File: config.mk
export PLATFORM = sky130hd
export DESIGN_NAME = adc_conversion_sequencer
export DESIGN_NICKNAME = d
export VERILOG_FILES = /design/src/hw/adcs_pkg.sv /design/src/hw/adc_conversion_sequencer.sv
export SDC_FILE = /design/constraint.sdc
export NUM_CORES = 1
export LEC_CHECK = 0
export BUFFER_PORTS_ARGS = -buffer_cell sky130_fd_sc_hd__buf_2
export CAP_MARGIN = 10
export CORE_MARGIN = 4
export CORE_UTILIZATION = 53
export DETAILED_ROUTE_END_ITERATION = 7
export GPL_ROUTABILITY_DRIVEN = 0
export GPL_TIMING_DRIVEN = 0
export PLACE_DENSITY = 0.88
export SYNTH_ARGS = -nofsm -noshare
export SYNTH_HDL_FRONTEND = slang
export SYNTH_SLANG_ARGS = --single-unit
File: constraint.sdc
create_clock -name clk -period 2.8 [get_ports clk]
set_input_delay 0 -clock clk [delete_from_list [all_inputs] [get_ports clk]]
set_output_delay 0 -clock clk [all_outputs]
set_load 0.005 [all_outputs]
File: src/hw/adcs_pkg.sv
// constants, types and register map for the conversion sequencer
package adcs_pkg;
	localparam int ADCS_CLK_HZ = 10_000_000;
	localparam int ADCS_CLK_NS = 1_000_000_000 / ADCS_CLK_HZ;
	localparam int ADCS_INSTR_CYC = 4;
	localparam int ADCS_RC_TAD_NS = 4000;
	localparam int ADCS_RC_HALF = ADCS_RC_TAD_NS / (2 * ADCS_CLK_NS);
	localparam int ADCS_HALF_2 = 1;
	localparam int ADCS_HALF_8 = 4;
	localparam int ADCS_HALF_32 = 16;
	localparam int ADCS_CONV_HALVES = 19;
	localparam int ADCS_RECOV_HALVES = 4;
	localparam logic [7:0] ADCS_OFS_CTRL = 8'h00;
	localparam logic [7:0] ADCS_OFS_PCFG = 8'h04;
	localparam logic [7:0] ADCS_OFS_RESULT = 8'h08;
	localparam logic [7:0] ADCS_OFS_IRQFLAG = 8'h0C;
	localparam logic [7:0] ADCS_OFS_IRQEN = 8'h10;
	localparam logic [7:0] ADCS_OFS_PORT = 8'h14;
	localparam int ADCS_BIT_ON = 0;
	localparam int ADCS_BIT_GO = 2;
	localparam int ADCS_CHS_LO = 3;
	localparam int ADCS_CLK_LO = 6;
	localparam int ADCS_BIT_IRQ = 6;
	localparam logic [2:0] ADCS_RST_PCFG = 3'h0;
	localparam logic [1:0] ADCS_CLK_RC = 2'h3;
	localparam logic [7:0] ADCS_MSB = 8'h80;
	typedef enum logic [2:0] {ST_OFF, ST_ACQ, ST_STARTDLY, ST_CONV, ST_RECOV} adcs_state_t;
	typedef struct packed {
		logic [7:0] trial;
		logic holdConnect;
		logic converting;
		logic analogOn;
		logic [1:0] channel;
	} adcs_cmp_t;
endpackage

File: src/hw/adc_conversion_sequencer.sv
// conversion sequencer with APB register slave
//
// Local design decisions: the APB slave port and the address map.
`timescale 1ns/1ps
module adc_conversion_sequencer
	import adcs_pkg::*;
(
	input wire logic clk,
	input wire logic arst_n,
	input wire logic psel,
	input wire logic penable,
	input wire logic pwrite,
	input wire logic [7:0] paddr,
	input wire logic [31:0] pwdata,
	output logic [31:0] prdata,
	output logic pready,
	output logic pslverr,
	input wire logic sleepMode,
	input wire logic cmpDecision,
	input wire logic [3:0] pinLevel,
	input wire logic [3:0] pinDriveEn,
	output logic wakeRequest,
	output adcs_cmp_t cmpBus
);
	adcs_state_t state_q;
	logic [1:0] clkSel_q;
	logic [1:0] chan_q;
	logic on_q;
	logic go_q;
	logic [2:0] pcfg_q;
	logic irqFlag_q;
	logic irqEn_q;
	logic pwrDown_q;
	logic [7:0] result_q;
	logic [7:0] sar_q;
	logic [7:0] mask_q;
	logic [4:0] divCnt_q;
	logic [4:0] halfCnt_q;
	logic [2:0] instrCnt_q;
	logic [31:0] prdata_q;
	logic pready_q;
	logic pslverr_q;
	logic wake_q;
	adcs_cmp_t cmp_q;
	logic apbDo;
	logic wrEn;
	logic mapped;
	logic ctrlWr;
	logic [31:0] readVal;
	logic [4:0] halfLen;
	logic halfTick;
	logic running;
	logic sleepAbort;
	logic abortNow;
	logic startNow;
	logic decideNow;
	logic convDone;
	logic recovDone;
	logic selDriven;
	logic decision;
	logic [3:0] analogMask;

	// apb access and decode
	assign apbDo = psel && penable && pready_q;
	assign wrEn = apbDo && pwrite;
	assign ctrlWr = wrEn && (paddr == ADCS_OFS_CTRL);
	assign mapped = (paddr == ADCS_OFS_CTRL) || (paddr == ADCS_OFS_PCFG) || (paddr == ADCS_OFS_RESULT)
		|| (paddr == ADCS_OFS_IRQFLAG) || (paddr == ADCS_OFS_IRQEN) || (paddr == ADCS_OFS_PORT);

	// analog pins per port config, bit order ch3..ch0
	always_comb begin
		case (pcfg_q)
			3'h0: analogMask = 4'hF;
			3'h1: analogMask = 4'hF;
			3'h2: analogMask = 4'h7;
			3'h3: analogMask = 4'h7;
			3'h4: analogMask = 4'h3;
			3'h5: analogMask = 4'h3;
			3'h6: analogMask = 4'h1;
			default: analogMask = 4'h0;
		endcase
	end

	// read mux
	always_comb begin
		readVal = 32'h0;
		case (paddr)
			ADCS_OFS_CTRL: begin
				readVal[ADCS_CLK_LO +: 2] = clkSel_q;
				readVal[ADCS_CHS_LO +: 2] = chan_q;
				readVal[ADCS_BIT_GO] = go_q;
				readVal[ADCS_BIT_ON] = on_q;
			end
			ADCS_OFS_PCFG: readVal[2:0] = pcfg_q;
			ADCS_OFS_RESULT: readVal[7:0] = result_q;
			ADCS_OFS_IRQFLAG: readVal[ADCS_BIT_IRQ] = irqFlag_q;
			ADCS_OFS_IRQEN: readVal[ADCS_BIT_IRQ] = irqEn_q;
			ADCS_OFS_PORT: readVal[3:0] = pinLevel & ~analogMask;
			default: readVal = 32'h0;
		endcase
	end

	// apb handshake, one wait state
	always_ff @(posedge clk or negedge arst_n) begin
		if (!arst_n) begin
			pready_q <= 1'b0;
			pslverr_q <= 1'b0;
			prdata_q <= 32'h0;
		end else begin
			pready_q <= psel && penable && !pready_q;
			pslverr_q <= psel && penable && !pready_q && !mapped;
			if (psel && penable && !pready_q) begin
				prdata_q <= pwrite ? 32'h0 : readVal;
			end
		end
	end

	// bit period divider in half periods
	always_comb begin
		case (clkSel_q)
			2'h0: halfLen = 5'(ADCS_HALF_2);
			2'h1: halfLen = 5'(ADCS_HALF_8);
			2'h2: halfLen = 5'(ADCS_HALF_32);
			default: halfLen = 5'(ADCS_RC_HALF);
		endcase
	end
	assign running = (state_q == ST_CONV) || (state_q == ST_RECOV);
	assign halfTick = running && (divCnt_q >= halfLen - 5'h1); // a clock select change mid-count cannot wrap the divider

	// sequencing events
	assign sleepAbort = sleepMode && (clkSel_q != ADCS_CLK_RC)
		&& ((state_q == ST_CONV) || (state_q == ST_STARTDLY));
	assign abortNow = ((state_q == ST_CONV) || (state_q == ST_STARTDLY))
		&& (!go_q || sleepAbort);
	assign startNow = (state_q == ST_ACQ) && go_q && !pwrDown_q;
	assign decideNow = (state_q == ST_CONV) && halfTick && halfCnt_q[0] && (halfCnt_q < 5'h10);
	assign convDone = (state_q == ST_CONV) && halfTick && !abortNow
		&& (halfCnt_q == 5'(ADCS_CONV_HALVES - 1));
	assign recovDone = (state_q == ST_RECOV) && halfTick
		&& (halfCnt_q == 5'(ADCS_RECOV_HALVES - 1));
	assign selDriven = pinDriveEn[chan_q];
	assign decision = selDriven ? pinLevel[chan_q] : cmpDecision;

	// main state machine
	always_ff @(posedge clk or negedge arst_n) begin
		if (!arst_n) begin
			state_q <= ST_OFF;
		end else if (!on_q) begin
			state_q <= ST_OFF;
		end else begin
			case (state_q)
				ST_OFF: state_q <= ST_ACQ;
				ST_ACQ: begin
					if (startNow) begin
						state_q <= (clkSel_q == ADCS_CLK_RC) ? ST_STARTDLY : ST_CONV;
					end
				end
				ST_STARTDLY: begin
					if (abortNow) begin
						state_q <= ST_RECOV;
					end else if (instrCnt_q == 3'(ADCS_INSTR_CYC - 1)) begin
						state_q <= ST_CONV;
					end
				end
				ST_CONV: begin
					if (abortNow || convDone) begin
						state_q <= ST_RECOV;
					end
				end
				ST_RECOV: begin
					if (recovDone) begin
						state_q <= ST_ACQ;
					end
				end
				default: state_q <= ST_OFF;
			endcase
		end
	end

	// divider and period counters
	always_ff @(posedge clk or negedge arst_n) begin
		if (!arst_n) begin
			divCnt_q <= 5'h0;
			halfCnt_q <= 5'h0;
			instrCnt_q <= 3'h0;
		end else begin
			instrCnt_q <= (state_q == ST_STARTDLY) ? instrCnt_q + 3'h1 : 3'h0;
			if (!running || abortNow || convDone) begin
				divCnt_q <= 5'h0;
				halfCnt_q <= 5'h0;
			end else if (halfTick) begin
				divCnt_q <= 5'h0;
				halfCnt_q <= halfCnt_q + 5'h1;
			end else begin
				divCnt_q <= divCnt_q + 5'h1;
			end
		end
	end

	// successive approximation register, msb first
	always_ff @(posedge clk or negedge arst_n) begin
		if (!arst_n) begin
			sar_q <= 8'h0;
			mask_q <= ADCS_MSB;
		end else if (state_q != ST_CONV) begin
			sar_q <= 8'h0;
			mask_q <= ADCS_MSB;
		end else if (decideNow) begin
			sar_q <= decision ? (sar_q | mask_q) : sar_q;
			mask_q <= mask_q >> 1;
		end
	end

	// control fields
	always_ff @(posedge clk or negedge arst_n) begin
		if (!arst_n) begin
			clkSel_q <= 2'h0;
			chan_q <= 2'h0;
			on_q <= 1'b0;
			pcfg_q <= ADCS_RST_PCFG;
			irqEn_q <= 1'b0;
		end else begin
			if (ctrlWr) begin
				clkSel_q <= pwdata[ADCS_CLK_LO +: 2];
				chan_q <= pwdata[ADCS_CHS_LO +: 2];
				on_q <= pwdata[ADCS_BIT_ON];
			end
			if (wrEn && (paddr == ADCS_OFS_PCFG)) begin
				pcfg_q <= pwdata[2:0];
			end
			if (wrEn && (paddr == ADCS_OFS_IRQEN)) begin
				irqEn_q <= pwdata[ADCS_BIT_IRQ];
			end
		end
	end

	// go flag: software set wins over hardware clear
	always_ff @(posedge clk or negedge arst_n) begin
		if (!arst_n) begin
			go_q <= 1'b0;
		end else if (ctrlWr && pwdata[ADCS_BIT_GO] && pwdata[ADCS_BIT_ON] && on_q) begin
			go_q <= 1'b1;
		end else if (ctrlWr) begin
			go_q <= 1'b0;
		end else if (convDone || sleepAbort || !on_q) begin
			go_q <= 1'b0;
		end
	end

	// interrupt flag: completion wins over software clear
	always_ff @(posedge clk or negedge arst_n) begin
		if (!arst_n) begin
			irqFlag_q <= 1'b0;
		end else if (convDone) begin
			irqFlag_q <= 1'b1;
		end else if (wrEn && (paddr == ADCS_OFS_IRQFLAG)) begin
			irqFlag_q <= pwdata[ADCS_BIT_IRQ];
		end
	end

	// result holds across reset and aborts
	always_ff @(posedge clk) begin
		if (convDone) begin
			result_q <= sar_q;
		end else if (wrEn && (paddr == ADCS_OFS_RESULT)) begin
			result_q <= pwdata[7:0];
		end
	end

	// sleep power-down and wake
	always_ff @(posedge clk or negedge arst_n) begin
		if (!arst_n) begin
			pwrDown_q <= 1'b0;
			wake_q <= 1'b0;
		end else begin
			wake_q <= convDone && sleepMode && irqEn_q;
			if (sleepAbort || (convDone && sleepMode && !irqEn_q)) begin
				pwrDown_q <= 1'b1;
			end else if (!sleepMode) begin
				pwrDown_q <= 1'b0;
			end
		end
	end

	// analog side outputs, registered
	always_ff @(posedge clk or negedge arst_n) begin
		if (!arst_n) begin
			cmp_q <= '0;
		end else begin
			cmp_q.trial <= sar_q | mask_q;
			cmp_q.holdConnect <= (state_q == ST_ACQ) && on_q && !pwrDown_q;
			cmp_q.converting <= (state_q == ST_CONV) && !abortNow;
			cmp_q.analogOn <= on_q && !pwrDown_q;
			cmp_q.channel <= chan_q;
		end
	end

	assign prdata = prdata_q;
	assign pready = pready_q;
	assign pslverr = pslverr_q;
	assign wakeRequest = wake_q;
	assign cmpBus = cmp_q;
endmodule

# Yosys cells after proc, flatten, opt, wreduce, memory -nomap -nowiden
# Cells that the tools add are included.
dict set report op_classes {
  add_sub_neg 4
  order_cmp 3
  eq_ne 28
  mux 43
  bitwise 3
  reduce_logical 70
}
# op n
set op_table {}
lappend op_table {{8-bit two-way mux} 8}
lappend op_table {{1-bit logical AND} 33}
lappend op_table {{3-bit two-way mux} 7}
lappend op_table {{5-bit two-way mux} 4}
lappend op_table {{8-bit by 4-bit == test with 1-bit output (second input constant)} 2}
lappend op_table {{8-bit by 5-bit == test with 1-bit output (second input constant)} 2}
lappend op_table {{4-bit case mux with 4 select lines} 1}
lappend op_table {{3-bit by 2-bit == test with 1-bit output (second input constant)} 5}
lappend op_table {{3-bit case mux with 5 select lines} 1}
lappend op_table {{5-bit case mux with 3 select lines} 1}
lappend op_table {{1-bit logical OR} 14}
lappend op_table {{3-bit == test (second input constant)} 4}
lappend op_table {{1-bit two-way mux} 12}
lappend op_table {{1-bit case mux with 4 select lines} 3}
lappend op_table {{5-bit by 1-bit adder with 5-bit output (second input constant)} 2}
lappend op_table {{2-bit nonzero test} 5}
lappend op_table {{3-bit != test (second input constant)} 3}
lappend op_table {{8-bit by 3-bit == test with 1-bit output (second input constant)} 1}
lappend op_table {{1-bit logical NOT} 8}
lappend op_table {{8-bit logical NOT} 1}
lappend op_table {{8-bit bitwise OR} 1}
lappend op_table {{3-bit by 1-bit == test with 1-bit output (second input constant)} 2}
lappend op_table {{3-bit logical NOT} 2}
lappend op_table {{1-bit case mux with 3 select lines} 2}
lappend op_table {{22 further kinds} 27}
dict set report word_totals {
  regBits 100
  output_inout_bits 48
  word_cells 175
}

# Longest topological paths before layout
# Gate-level depths: netlist of run 1.
dict set report logic_depth {
  word_depth 13
  ltp_mapped 11
}

# Least setup slack after synthesis of run 1
# No wires, ideal clock.
dict set report synth_path {
  kind {flip-flop to flip-flop}
  from {reg clkSel_q[0]}
  to {reg result_q[0] (data pin)}
  arrival_ns 2.092
  setup_slack_ns 0.448
  stages_incl_launch_ff 10
  path_buffers 2
  period_less_slack_ns 2.352
  path_cell_list {dfrtp_1 > or2_2 > ha_1 > nor2b_1 > o21ai_1 > a31o_1 > buf_4 > nand3_2 > buf_4 > mux2_2}
}
dict set report synth_via {
  elab_chain_cells 9
}
# item line
set synth_lines {}
lappend synth_lines {{start, declared} adc_conversion_sequencer.sv:26} ;# logic [1:0] clkSel_q;
lappend synth_lines {{start signal, assigned} adc_conversion_sequencer.sv:224} ;# clkSel_q <= pwdata[ADCS_CLK_LO +: 2];
lappend synth_lines {{2-bit == test, or another cell as far along} adc_conversion_sequencer.sv:120} ;# case (clkSel_q)
lappend synth_lines {{5-bit case mux with 3 select lines or 1-bit logical AND (tied branches)} {adc_conversion_sequencer.sv:120, adc_conversion_sequencer.sv:131}}
lappend synth_lines {{5-bit by 1-bit subtractor with 5-bit output or 1-bit logical AND (tied branches)} {adc_conversion_sequencer.sv:128, adc_conversion_sequencer.sv:132}}
lappend synth_lines {{5-bit greater-or-equal comparator or 1-bit logical OR (tied branches)} {adc_conversion_sequencer.sv:128, adc_conversion_sequencer.sv:134}}
lappend synth_lines {{1-bit logical AND (on tied branches)} {adc_conversion_sequencer.sv:128, adc_conversion_sequencer.sv:134}}
lappend synth_lines {{1-bit logical AND or 1-bit logical NOT (tied branches)} adc_conversion_sequencer.sv:137} ;# assign convDone = (state_q == ST_CONV) && halfTick && !abortNow
lappend synth_lines {{1-bit logical AND (*)} adc_conversion_sequencer.sv:137}
lappend synth_lines {{1-bit logical AND (*)} adc_conversion_sequencer.sv:138} ;# && (halfCnt_q == 5'(ADCS_CONV_HALVES - 1));
lappend synth_lines {{8-bit two-way mux (*)} adc_conversion_sequencer.sv:263} ;# if (convDone) begin
lappend synth_lines {{end signal, assigned} adc_conversion_sequencer.sv:264} ;# result_q <= sar_q;
lappend synth_lines {{end signal, assigned} adc_conversion_sequencer.sv:266} ;# result_q <= pwdata[7:0];
lappend synth_lines {{end, declared} adc_conversion_sequencer.sv:34} ;# logic [7:0] result_q;
# Every way passes the cells marked *; elsewhere a longest branch is shown, timed or not.
# A chain may end at the register's enable or synchronous reset.

# Worst setup path after layout of run 1
dict set report layout_path {
  from {reg clkSel_q[0]}
  to {reg result_q[0] (enable)}
}
dict set report layout_via {
  elab_chain_cells 9
}
# item line
set layout_lines {}
lappend layout_lines {{2-bit == test, or another cell as far along} adc_conversion_sequencer.sv:120}
lappend layout_lines {{5-bit case mux with 3 select lines or 1-bit logical AND (tied branches)} {adc_conversion_sequencer.sv:120, adc_conversion_sequencer.sv:131}}
lappend layout_lines {{5-bit by 1-bit subtractor with 5-bit output or 1-bit logical AND (tied branches)} {adc_conversion_sequencer.sv:128, adc_conversion_sequencer.sv:132}}
lappend layout_lines {{5-bit greater-or-equal comparator or 1-bit logical OR (tied branches)} {adc_conversion_sequencer.sv:128, adc_conversion_sequencer.sv:134}}
lappend layout_lines {{1-bit logical AND (on tied branches)} {adc_conversion_sequencer.sv:128, adc_conversion_sequencer.sv:134}}
lappend layout_lines {{1-bit logical AND or 1-bit logical NOT (tied branches)} adc_conversion_sequencer.sv:137}
lappend layout_lines {{1-bit logical AND (*)} adc_conversion_sequencer.sv:137}
lappend layout_lines {{1-bit logical AND (*)} adc_conversion_sequencer.sv:138}
lappend layout_lines {{2-bit nonzero test (no source line) (*)} --}
# Marked as above.

==> metrics, run 1 <==
vias in the first global route=a little under 3000; row count=30; worst clock skew=roughly 10 ps; start of the worst register-to-register path=clkSel_q[0]; path class of the lowest-slack min-delay path=input pin to flop; count of buffers added by post-CTS timing repair for setup=0; ys flop type=dfrtp_1; die outline area=~8600 sq um; DRC violation count after routing=0; per-cell routed wire length=between 10 and 15 um; count of maximum capacitance violations=0; most common cell in the synthesized netlist=dfrtp_1; fraction of power spent switching nets=23.37%; ys async rst share=roughly nine tenths; Post-Route Utilization=67.18%; root buf cell=clkbuf_8; # diodes=0; depth of the CTS H-tree=3; clock tree from TritonCTS=yes; worst relative slew slack=a little over a fifth; launch point of the worst path=clkSel_q[0]; number of primary I/O pins=about 100; #FFs+latches synth=between 70 and 80; via total after detailed routing=between 2000 and 3000; number of warnings reported in the yosys synthesis log=0; Slew Viols, Final=0; delay of the slowest critical-path stage=roughly 470 ps; worst path setup slack after routing=between 100 and 150 ps; total power after layout=between 2 and 2.5 mW; WP data required=approximately 2800 ps; cts bufs inserted=9; height of the die=around 90 um; synth cell count leaders=67 x dfrtp_1, 47 x nand2_1, 28 x nor2_1; worst IR drop on VDD=approximately 0.21 mV; power share of the sequential group=between 50% and 60%; Logic pwr share=around 6.3%; area of the mapped netlist=between 3000 and 4000 sq um; wire length of the first global-routing pass=13500 um; clock slew at the register clock pins of the worst setup and hold paths=80 ps; total length of routed wires=7896 um; WP data arrival=2650 ps; die span in x=just over 90 um; fraction of post-synthesis cell area in the top cell type by area=about 44%; Pre-Repair DR Iteration Count=5; instance area at placement=between 4000 and 5000 sq um; cells taking the most area after synthesis=dfrtp_1 44%, edfxtp_1 6.3%, buf_4 5.2%; number of flops mapped to enable cells by yosys=8; Post-Synthesis Mean Instance Area=10.78 sq um; largest area contributor in the synthesized netlist=dfrtp_1; clock sink count=76; design internal power=roughly 1.6 mW; Layout area overhead=21.92%; CP max stage cell=dfrtp_1; Slew @ Worst Pin=1172 ps; number of design-rule violations left by the first detailed-router iteration=around 120; largest driver fanout on the critical path=10; power density over the cells=approximately 460 nW/um^2; share of layout cells above drive strength 1=31.07%; Achievable Freq=~370 MHz; pin count of the biggest net entering global routing=69; dpl cells=roughly 520; starting density of the core=a little under three fifths; CTS max path bufs=2; ANT nets after route=0; pre-CTS worst setup slack=131.2 ps; DR vias/cell=5.063; synthesized netlist cell count=351; result of the run=finished, final reports clean; leakage power figure=between 2 and 2.5 nW; Setup violations, final=0; start point of the worst min-delay path=paddr[7]; Net count, final=517; combined global-route utilization of all metal layers=19.88%; count of different cell masters after synthesis=56; final total negative setup slack=0 ps; clock group share of total power=about 41%; Clock Latency Late Sink=roughly 360 ps; share of the yosys chip area belonging to registers=between 50% and 60%; post-route clock period utilization=approximately 96%; post-route standard cell area excluding fillers=4614 sq um; sort of element at the start of the critical path=flop; antenna violations before repair=0; DPL Wire Length=approximately 5800 um; number of port buffers=52; number of standard cells in the layout, taps in and fillers out=553; hold slack=~5.1 ps; remaining global-route overflow=0; critical path capture point type=flop; core region area=between 6000 and 7000 sq um; min Tclk post-route=2680 ps; RSZ-0062 raised after global routing=false; critical path cell sequence=or2_2 > ha_1 > nor2b_1 > o21ai_1 > a31o_1 > buf_4 > nand3_1 > o21ai_0; reported net switching power=a little under 500 uW; Gates resized, CTS repair=0; startpoint-to-endpoint class of the critical path=flop to flop; Final Hold Viols=0
[power by group through the flow]
stage / clock [mW] / sequential (mW) / combinational (mW)
detailed placement: 0 / 1.14 / 0.117
global route: 0.928 / 1.12 / 0.148
finish: 0.870 / 1.12 / 0.133
global placement: 0 / 1.14 / 0.113
CTS: 0.872 / 1.12 / 0.132
floorplan: 0 / 1.14 / 0.0622
[routing by layer]
layer	up-vias	track usage, %	routed length (um)
met5	-	0	0
met2	88	35.65	4021
met4	0	7.302	185
met3	17	4.305	426
met1	1324	23.27	3262
li1	1371	-	-
[logic make-up (layout without fill, tap and decap cells)]
family / Yosys count / after routing / share of synthesized area [%]
AND/OR/NAND/NOR: 127 / 127 / 16.17
flip-flops: 76 / 76 / 51.34
AO/OA/AOI/OAI: 50 / 50 / 9.422
buffers and inverters: 47 / 130 / 8.066
multiplexers: 33 / 33 / 9.983
adder cells (fa/ha/maj): 10 / 10 / 3.306
XOR/XNOR: 7 / 7 / 1.620
other: 1 / 24 / 0.09908
[layout make-up]
class	instances	area [sq um]
fill	500	2255
multi-input combinational	251	1623
sequential	76	1943
clock inverter	6	72.57
buffer	38	271.5
clock buffer	10	137.6
timing repair buffer	67	412.9
tap	96	120.1
inverter	9	33.78
[cell usage in the layout, fill, tap and decap left out, drive strengths merged, types with 11 or more instances in the layout]
| master | instances |
|---|---|
| nor2 | 28 |
| dlygate4sd3 | 15 |
| clkbuf | 16 |
| or2 | 11 |
| buf | 84 |
| nand2 | 47 |
| nand3 | 13 |
| o21ai | 21 |
| mux2i | 13 |
| mux2 | 18 |
| dfrtp | 67 |
| conb | 24 |
[what timing repair did]
item,in CTS,in global routing
hold buffers,15,0
endpoints found under the hold margin,89,0
endpoints found under the setup margin,0,0
[sequential cells by signal (all words and copies together) (netlist names), 5 cells and up]
| name | cells |
|---|---|
| cmpBus | 13 |
| mask_q | 8 |
| prdata | 8 |
| result_q | 8 |
| sar_q | 8 |
| divCnt_q | 5 |
| halfCnt_q | 5 |
[worst paths after layout]
| check | slack (ps) | to | cells past startpoint |
|---|---|---|---|
| setup / recovery | 120 | result_q[0] | 8 |
| hold / removal | 5 | prdata[6] | 4 |
| min in group asynchronous | 290 | cmpBus[3] | 2 |
| max in group asynchronous | 1980 | pcfg_q[0] | 2 |
| hold reg to reg | 450 | instrCnt_q[0] | 1 |
| setup reg to reg | 120 | result_q[0] | 8 |
[worst max-delay path, delay by kind of cell (launching register included)]
| family | cells | cell delay (ps) |
|---|---|---|
| compound gates | 3 | 850 |
| fa+ha+maj | 1 | 280 |
| buf+inv | 1 | 180 |
| flops | 1 | 470 |
| simple gates | 3 | 510 |
Note: power is estimated with default switching activity, not from simulation.
==> run 2: changes to the inputs <==
- SETUP_SLACK_MARGIN: not set -> 0.4
==> metrics, run 2 (synthesis results as in run 1) <==
result of the run=finished, final reports clean; row count=30; start of the worst register-to-register path=clkSel_q[0]; Pre-Repair DR Iteration Count=4; post-route clock period utilization=between 80% and 90%; RSZ-0062 raised after global routing=false; share of layout cells above drive strength 1=around 33%; number of design-rule violations left by the first detailed-router iteration=about 140; Clock Latency Late Sink=approximately 360 ps; via total after detailed routing=2876; # diodes=0; worst relative slew slack=roughly 43%; worst clock skew=approximately 11 ps; total power after layout=between 2 and 2.5 mW; height of the die=between 90 and 100 um; Slew Viols, Final=0; clock slew at the register clock pins of the worst setup and hold paths=around 80 ps; min Tclk post-route=2290 ps; power density over the cells=448.9 nW/um^2; remaining global-route overflow=0; critical path capture point type=flop; path class of the lowest-slack min-delay path=input pin to flop; capturing instance or port of the critical path=result_q[1]; worst path setup slack after routing=between 500 and 600 ps; register-to-register setup slack=roughly 510 ps; Layout area overhead=24.86%; WP data arrival=2400 ps; number of port buffers=52; clock sink count=between 70 and 80; start point of the worst min-delay path=paddr[7]; endpoint of the most critical register-to-register path=result_q[1]; Slew @ Worst Pin=around 850 ps; per-cell routed wire length=around 15 um; clock tree from TritonCTS=yes; DRC violation count after routing=0; core region area=just under 7000 sq um; commonest cells after routing, fill and taps aside=65 x dfrtp_1, 52 x buf_2, 47 x nand2_1; starting density of the core=55.10%; CTS max path bufs=2; count of cells along the worst register-to-register path=9; number of primary I/O pins=between 100 and 150; launch point of the worst path=clkSel_q[0]; DPL Wire Length=between 5000 and 6000 um; die outline area=about 8600 sq um; combined global-route utilization of all metal layers=20.35%; count of maximum capacitance violations=0; WP data required=between 2000 and 3000 ps; number of standard cells in the layout, taps in and fillers out=563; Net count, final=about 530; antenna violations before repair=0; number of flip-flops in the largest register=13; die span in x=roughly 93 um; wire length of the first global-routing pass=~14000 um; DR vias/cell=slightly above 5; leakage power figure=2.367 nW; vias in the first global route=about 3000; startpoint-to-endpoint class of the critical path=flop to flop; total length of routed wires=between 8000 and 9000 um; Achievable Freq=approximately 440 MHz; sort of element at the start of the critical path=flop; largest driver fanout on the critical path=8; pre-CTS worst setup slack=between 100 and 150 ps; ANT nets after route=0; Setup violations, final=0; Final Hold Viols=0; cts bufs inserted=9; # fillers=between 400 and 500; worst IR drop on VDD=roughly 0.23 mV; pin count of the biggest net entering global routing=69; dpl cells=522; root buf cell=clkbuf_8; depth of the CTS H-tree=3; leading cell type in the layout, fill and taps excluded=dfrtp_1; final total negative setup slack=0 ps
run 2: metrics by stage:
stage               util [%]  instance area (sq um)  hold slack, ps
global placement       61.89                   4252           232.6
floorplan                  -                   3871          -295.6
CTS                    67.92                   4666           7.304
global route           68.80                   4726           34.13
detailed placement     61.93                   4254           161.7
finish                 68.80                   4726           8.427
run 2: per-layer routing:
| layer | up-vias | GRT usage (%) | share of wire, % |
|---|---|---|---|
| met3 | 16 | 4.387 | 5.0 |
| met4 | 0 | 7.550 | 2.4 |
| li1 | 1388 | - | - |
| met5 | - | 0 | 0 |
| met2 | 89 | 36.86 | 51 |
| met1 | 1383 | 23.49 | 41 |
run 2: what timing repair did:
item | 4_1_cts | 5_1_grt
buffers inserted | 5 | 5
pin swaps | 2 | 2
resized for setup | 6 | 4
setup endpoints to repair | 15 | 26
endpoints found under the hold margin | 89 | 0
hold buffers | 15 | 0
run 2: worst min path at each step:
| stage | to | slack [ps] | cells after the start |
|---|---|---|---|
| global route | prdata[6] | 30 | 4 |
| detailed placement | cmpBus[3] | 160 | 1 |
| CTS | prdata[6] | 7 | 4 |
| floorplan | chan_q[0] | -300 | 0 |
| global placement | prdata[6] | 230 | 2 |
| finish | prdata[6] | 8 | 4 |
run 2: layout make-up:
type | instances | area, sq um | area share, %
flip-flops and latches | 76 | 1946 | 41.17
multi-input cells | 251 | 1649 | 34.90
repair buffers | 77 | 488.0 | 10.33
plain buffers | 38 | 279.0 | 5.904
clock buffers | 10 | 137.6 | 2.912
well taps | 96 | 120.1 | 2.542
clock inverters | 6 | 72.57 | 1.536
inverters | 9 | 33.78 | 0.7149
run 2: worst max-delay path, cell delays in order (launching register included):
cell	delay, ps
dfrtp_2	420
or2_4	270
ha_4	260
nor2b_1	30
o21ai_1	180
a31o_1	230
buf_6	140
nand3_4	70
buf_6	160
mux2_2	270
run 2: report_power, final:
part / total, mW / internal, mW / switching, mW
Clock: 0.870 / 0.443 / 0.427
Combinational: 0.135 / 0.0666 / 0.0681
Sequential: 1.12 / 1.12 / 0.00135
==> run 3: changes to the inputs <==
- CORE_UTILIZATION: 53 -> 47
- PLACE_DENSITY: 0.88 -> 0.83
- clock period: 2.8 -> 2.1 ns (I/O delays scaled with it)
==> metrics, run 3 (synthesis results as in run 1) <==
leading cell type in the layout, fill and taps excluded=dfrtp_1; pin count of the biggest net entering global routing=69; post-route standard cell area excluding fillers=5014 sq um; starting density of the core=roughly 49%; startpoint-to-endpoint class of the critical path=flop to flop; # diodes=0; Pre-Repair DR Iteration Count=4; DR vias/cell=~5.2; power density over the cells=between 500 and 600 nW/um^2; commonest cells after routing, fill and taps aside=64 x dfrtp_1, 52 x buf_2, 45 x nand2_1; DRC violation count after routing=0; depth of the CTS H-tree=3; total length of routed wires=9371 um; total power after layout=a little under 3 mW; per-cell routed wire length=16.27 um; ANT nets after route=0; violated checks=setup timing; vias in the first global route=approximately 3100; Layout area overhead=32.46%; largest driver fanout on the critical path=8; combined global-route utilization of all metal layers=between 10% and 20%; count of maximum capacitance violations=0; die span in x=between 90 and 100 um; core region area=about 8000 sq um; worst path setup slack after routing=-189.0 ps; share of layout cells above drive strength 1=about two fifths; Slew Viols, Final=0; cts bufs inserted=9; number of design-rule violations left by the first detailed-router iteration=170; Net count, final=534; clock sink count=76; via total after detailed routing=around 3000; WP data arrival=roughly 2400 ps; wire length of the first global-routing pass=approximately 15000 um; leakage power figure=around 2.5 nW; CTS max path bufs=2; worst IR drop on VDD=around 0.38 mV; result of the run=finished, violations left; number of primary I/O pins=slightly above 100; antenna violations before repair=0; worst clock skew=9.719 ps; number of port buffers=between 50 and 60; root buf cell=clkbuf_8; RSZ-0062 raised after global routing=true; pre-CTS worst setup slack=-319.1 ps; die outline area=9553 sq um; path class of the lowest-slack min-delay path=input pin to flop; worst relative slew slack=between 40% and 50%; Final Hold Viols=0; Slew @ Worst Pin=842.4 ps; Clock Latency Late Sink=roughly 350 ps; number of flip-flops in the largest register=13; clock slew at the register clock pins of the worst setup and hold paths=around 80 ps; height of the die=97.74 um; clock tree from TritonCTS=yes; Setup violations, final=39; remaining global-route overflow=0; Achievable Freq=between 400 and 500 MHz; post-route clock period utilization=109.0%; WP data required=between 2000 and 2500 ps; instance area at placement=4329 sq um; sort of element at the start of the critical path=flop; row count=32; min Tclk post-route=2289 ps; DPL Wire Length=~5700 um; critical path capture point type=flop
==> run 3: changes by cell type in the layout (fill, tap and decap cells not counted), sizes merged <==
cell         delta
buf             +8
bufinv          +1
clkbuf          +2
clkinv          -1
clkinvlp        -1
dlygate4sd3     -1
inv             -1
==> run 3: final timing paths <==
path,depth (start not counted),start,end,slack (ps)
min reg2reg,1,instrCnt_q[0],instrCnt_q[0],440
max in group asynchronous,2,arst_n,clkSel_q[1],1210
max,9,clkSel_q[1],result_q[4],-190
min in group asynchronous,2,arst_n,sar_q[0],280
min,3,paddr[6],pslverr,0.4
max reg2reg,9,clkSel_q[1],result_q[4],-190
==> run 3: repair_timing <==
item                                    4_1_cts  5_1_grt
hold buffers                                 14        0
hold endpoints to repair                     88        0
resized for setup                            21       17
pin swaps                                     6        8
setup buffers                                14        4
endpoints found under the setup margin       49       49
==> run 3: cell type report <==
type / count / area, sq um
repair buffers: 84 / 564.3
multi-input cells: 251 / 1839
plain buffers: 38 / 282.8
inverters: 9 / 33.78
fillers: 566 / 2754
flip-flops and latches: 76 / 1947
clock buffers: 12 / 145.1
well taps: 102 / 127.6
clock inverters: 4 / 73.82
==> run 3: report_power, final <==
group	switching (mW)	leakage [nW]	internal, mW
combinational	0.0922	1.35	0.0924
clock	0.538	0.111	0.703
sequential	0.00176	1.01	1.49
==> run 3: worst max-delay path: stages (launching register included) <==
cell     delay, ps
dfrtp_2        430
buf_4          150
nand2_1        140
ha_4           230
a21o_1         180
a31o_1         230
buf_6          140
nand3_4         60
buf_8          150
mux2_4         310
==> run 3: metrics by stage <==
stage | util [%] | setup TNS [ps] | hold slack (ps) | instances
after CTS | 62.93 | -4241 | 1.327 | 572
final | 64.55 | -3577 | 0.3609 | 576
after global routing | 64.55 | -6807 | 47.03 | 576
after detailed placement | 55.73 | -5826 | 160.8 | 528
after floorplan | - | -651.6 | -295.6 | 374
after global placement | 55.70 | -4523 | 233.4 | 528
==> run 3: per-layer routing <==
| layer | wire length (um) | vias to the layer above | global-route usage (%) |
|---|---|---|---|
| met4 | 256 | 0 | 8.200 |
| met3 | 475 | 24 | 3.929 |
| met2 | 4950 | 100 | 35.32 |
| met1 | 3688 | 1461 | 22.66 |
| met5 | 0 | - | 0 |
| li1 | - | 1402 | - |
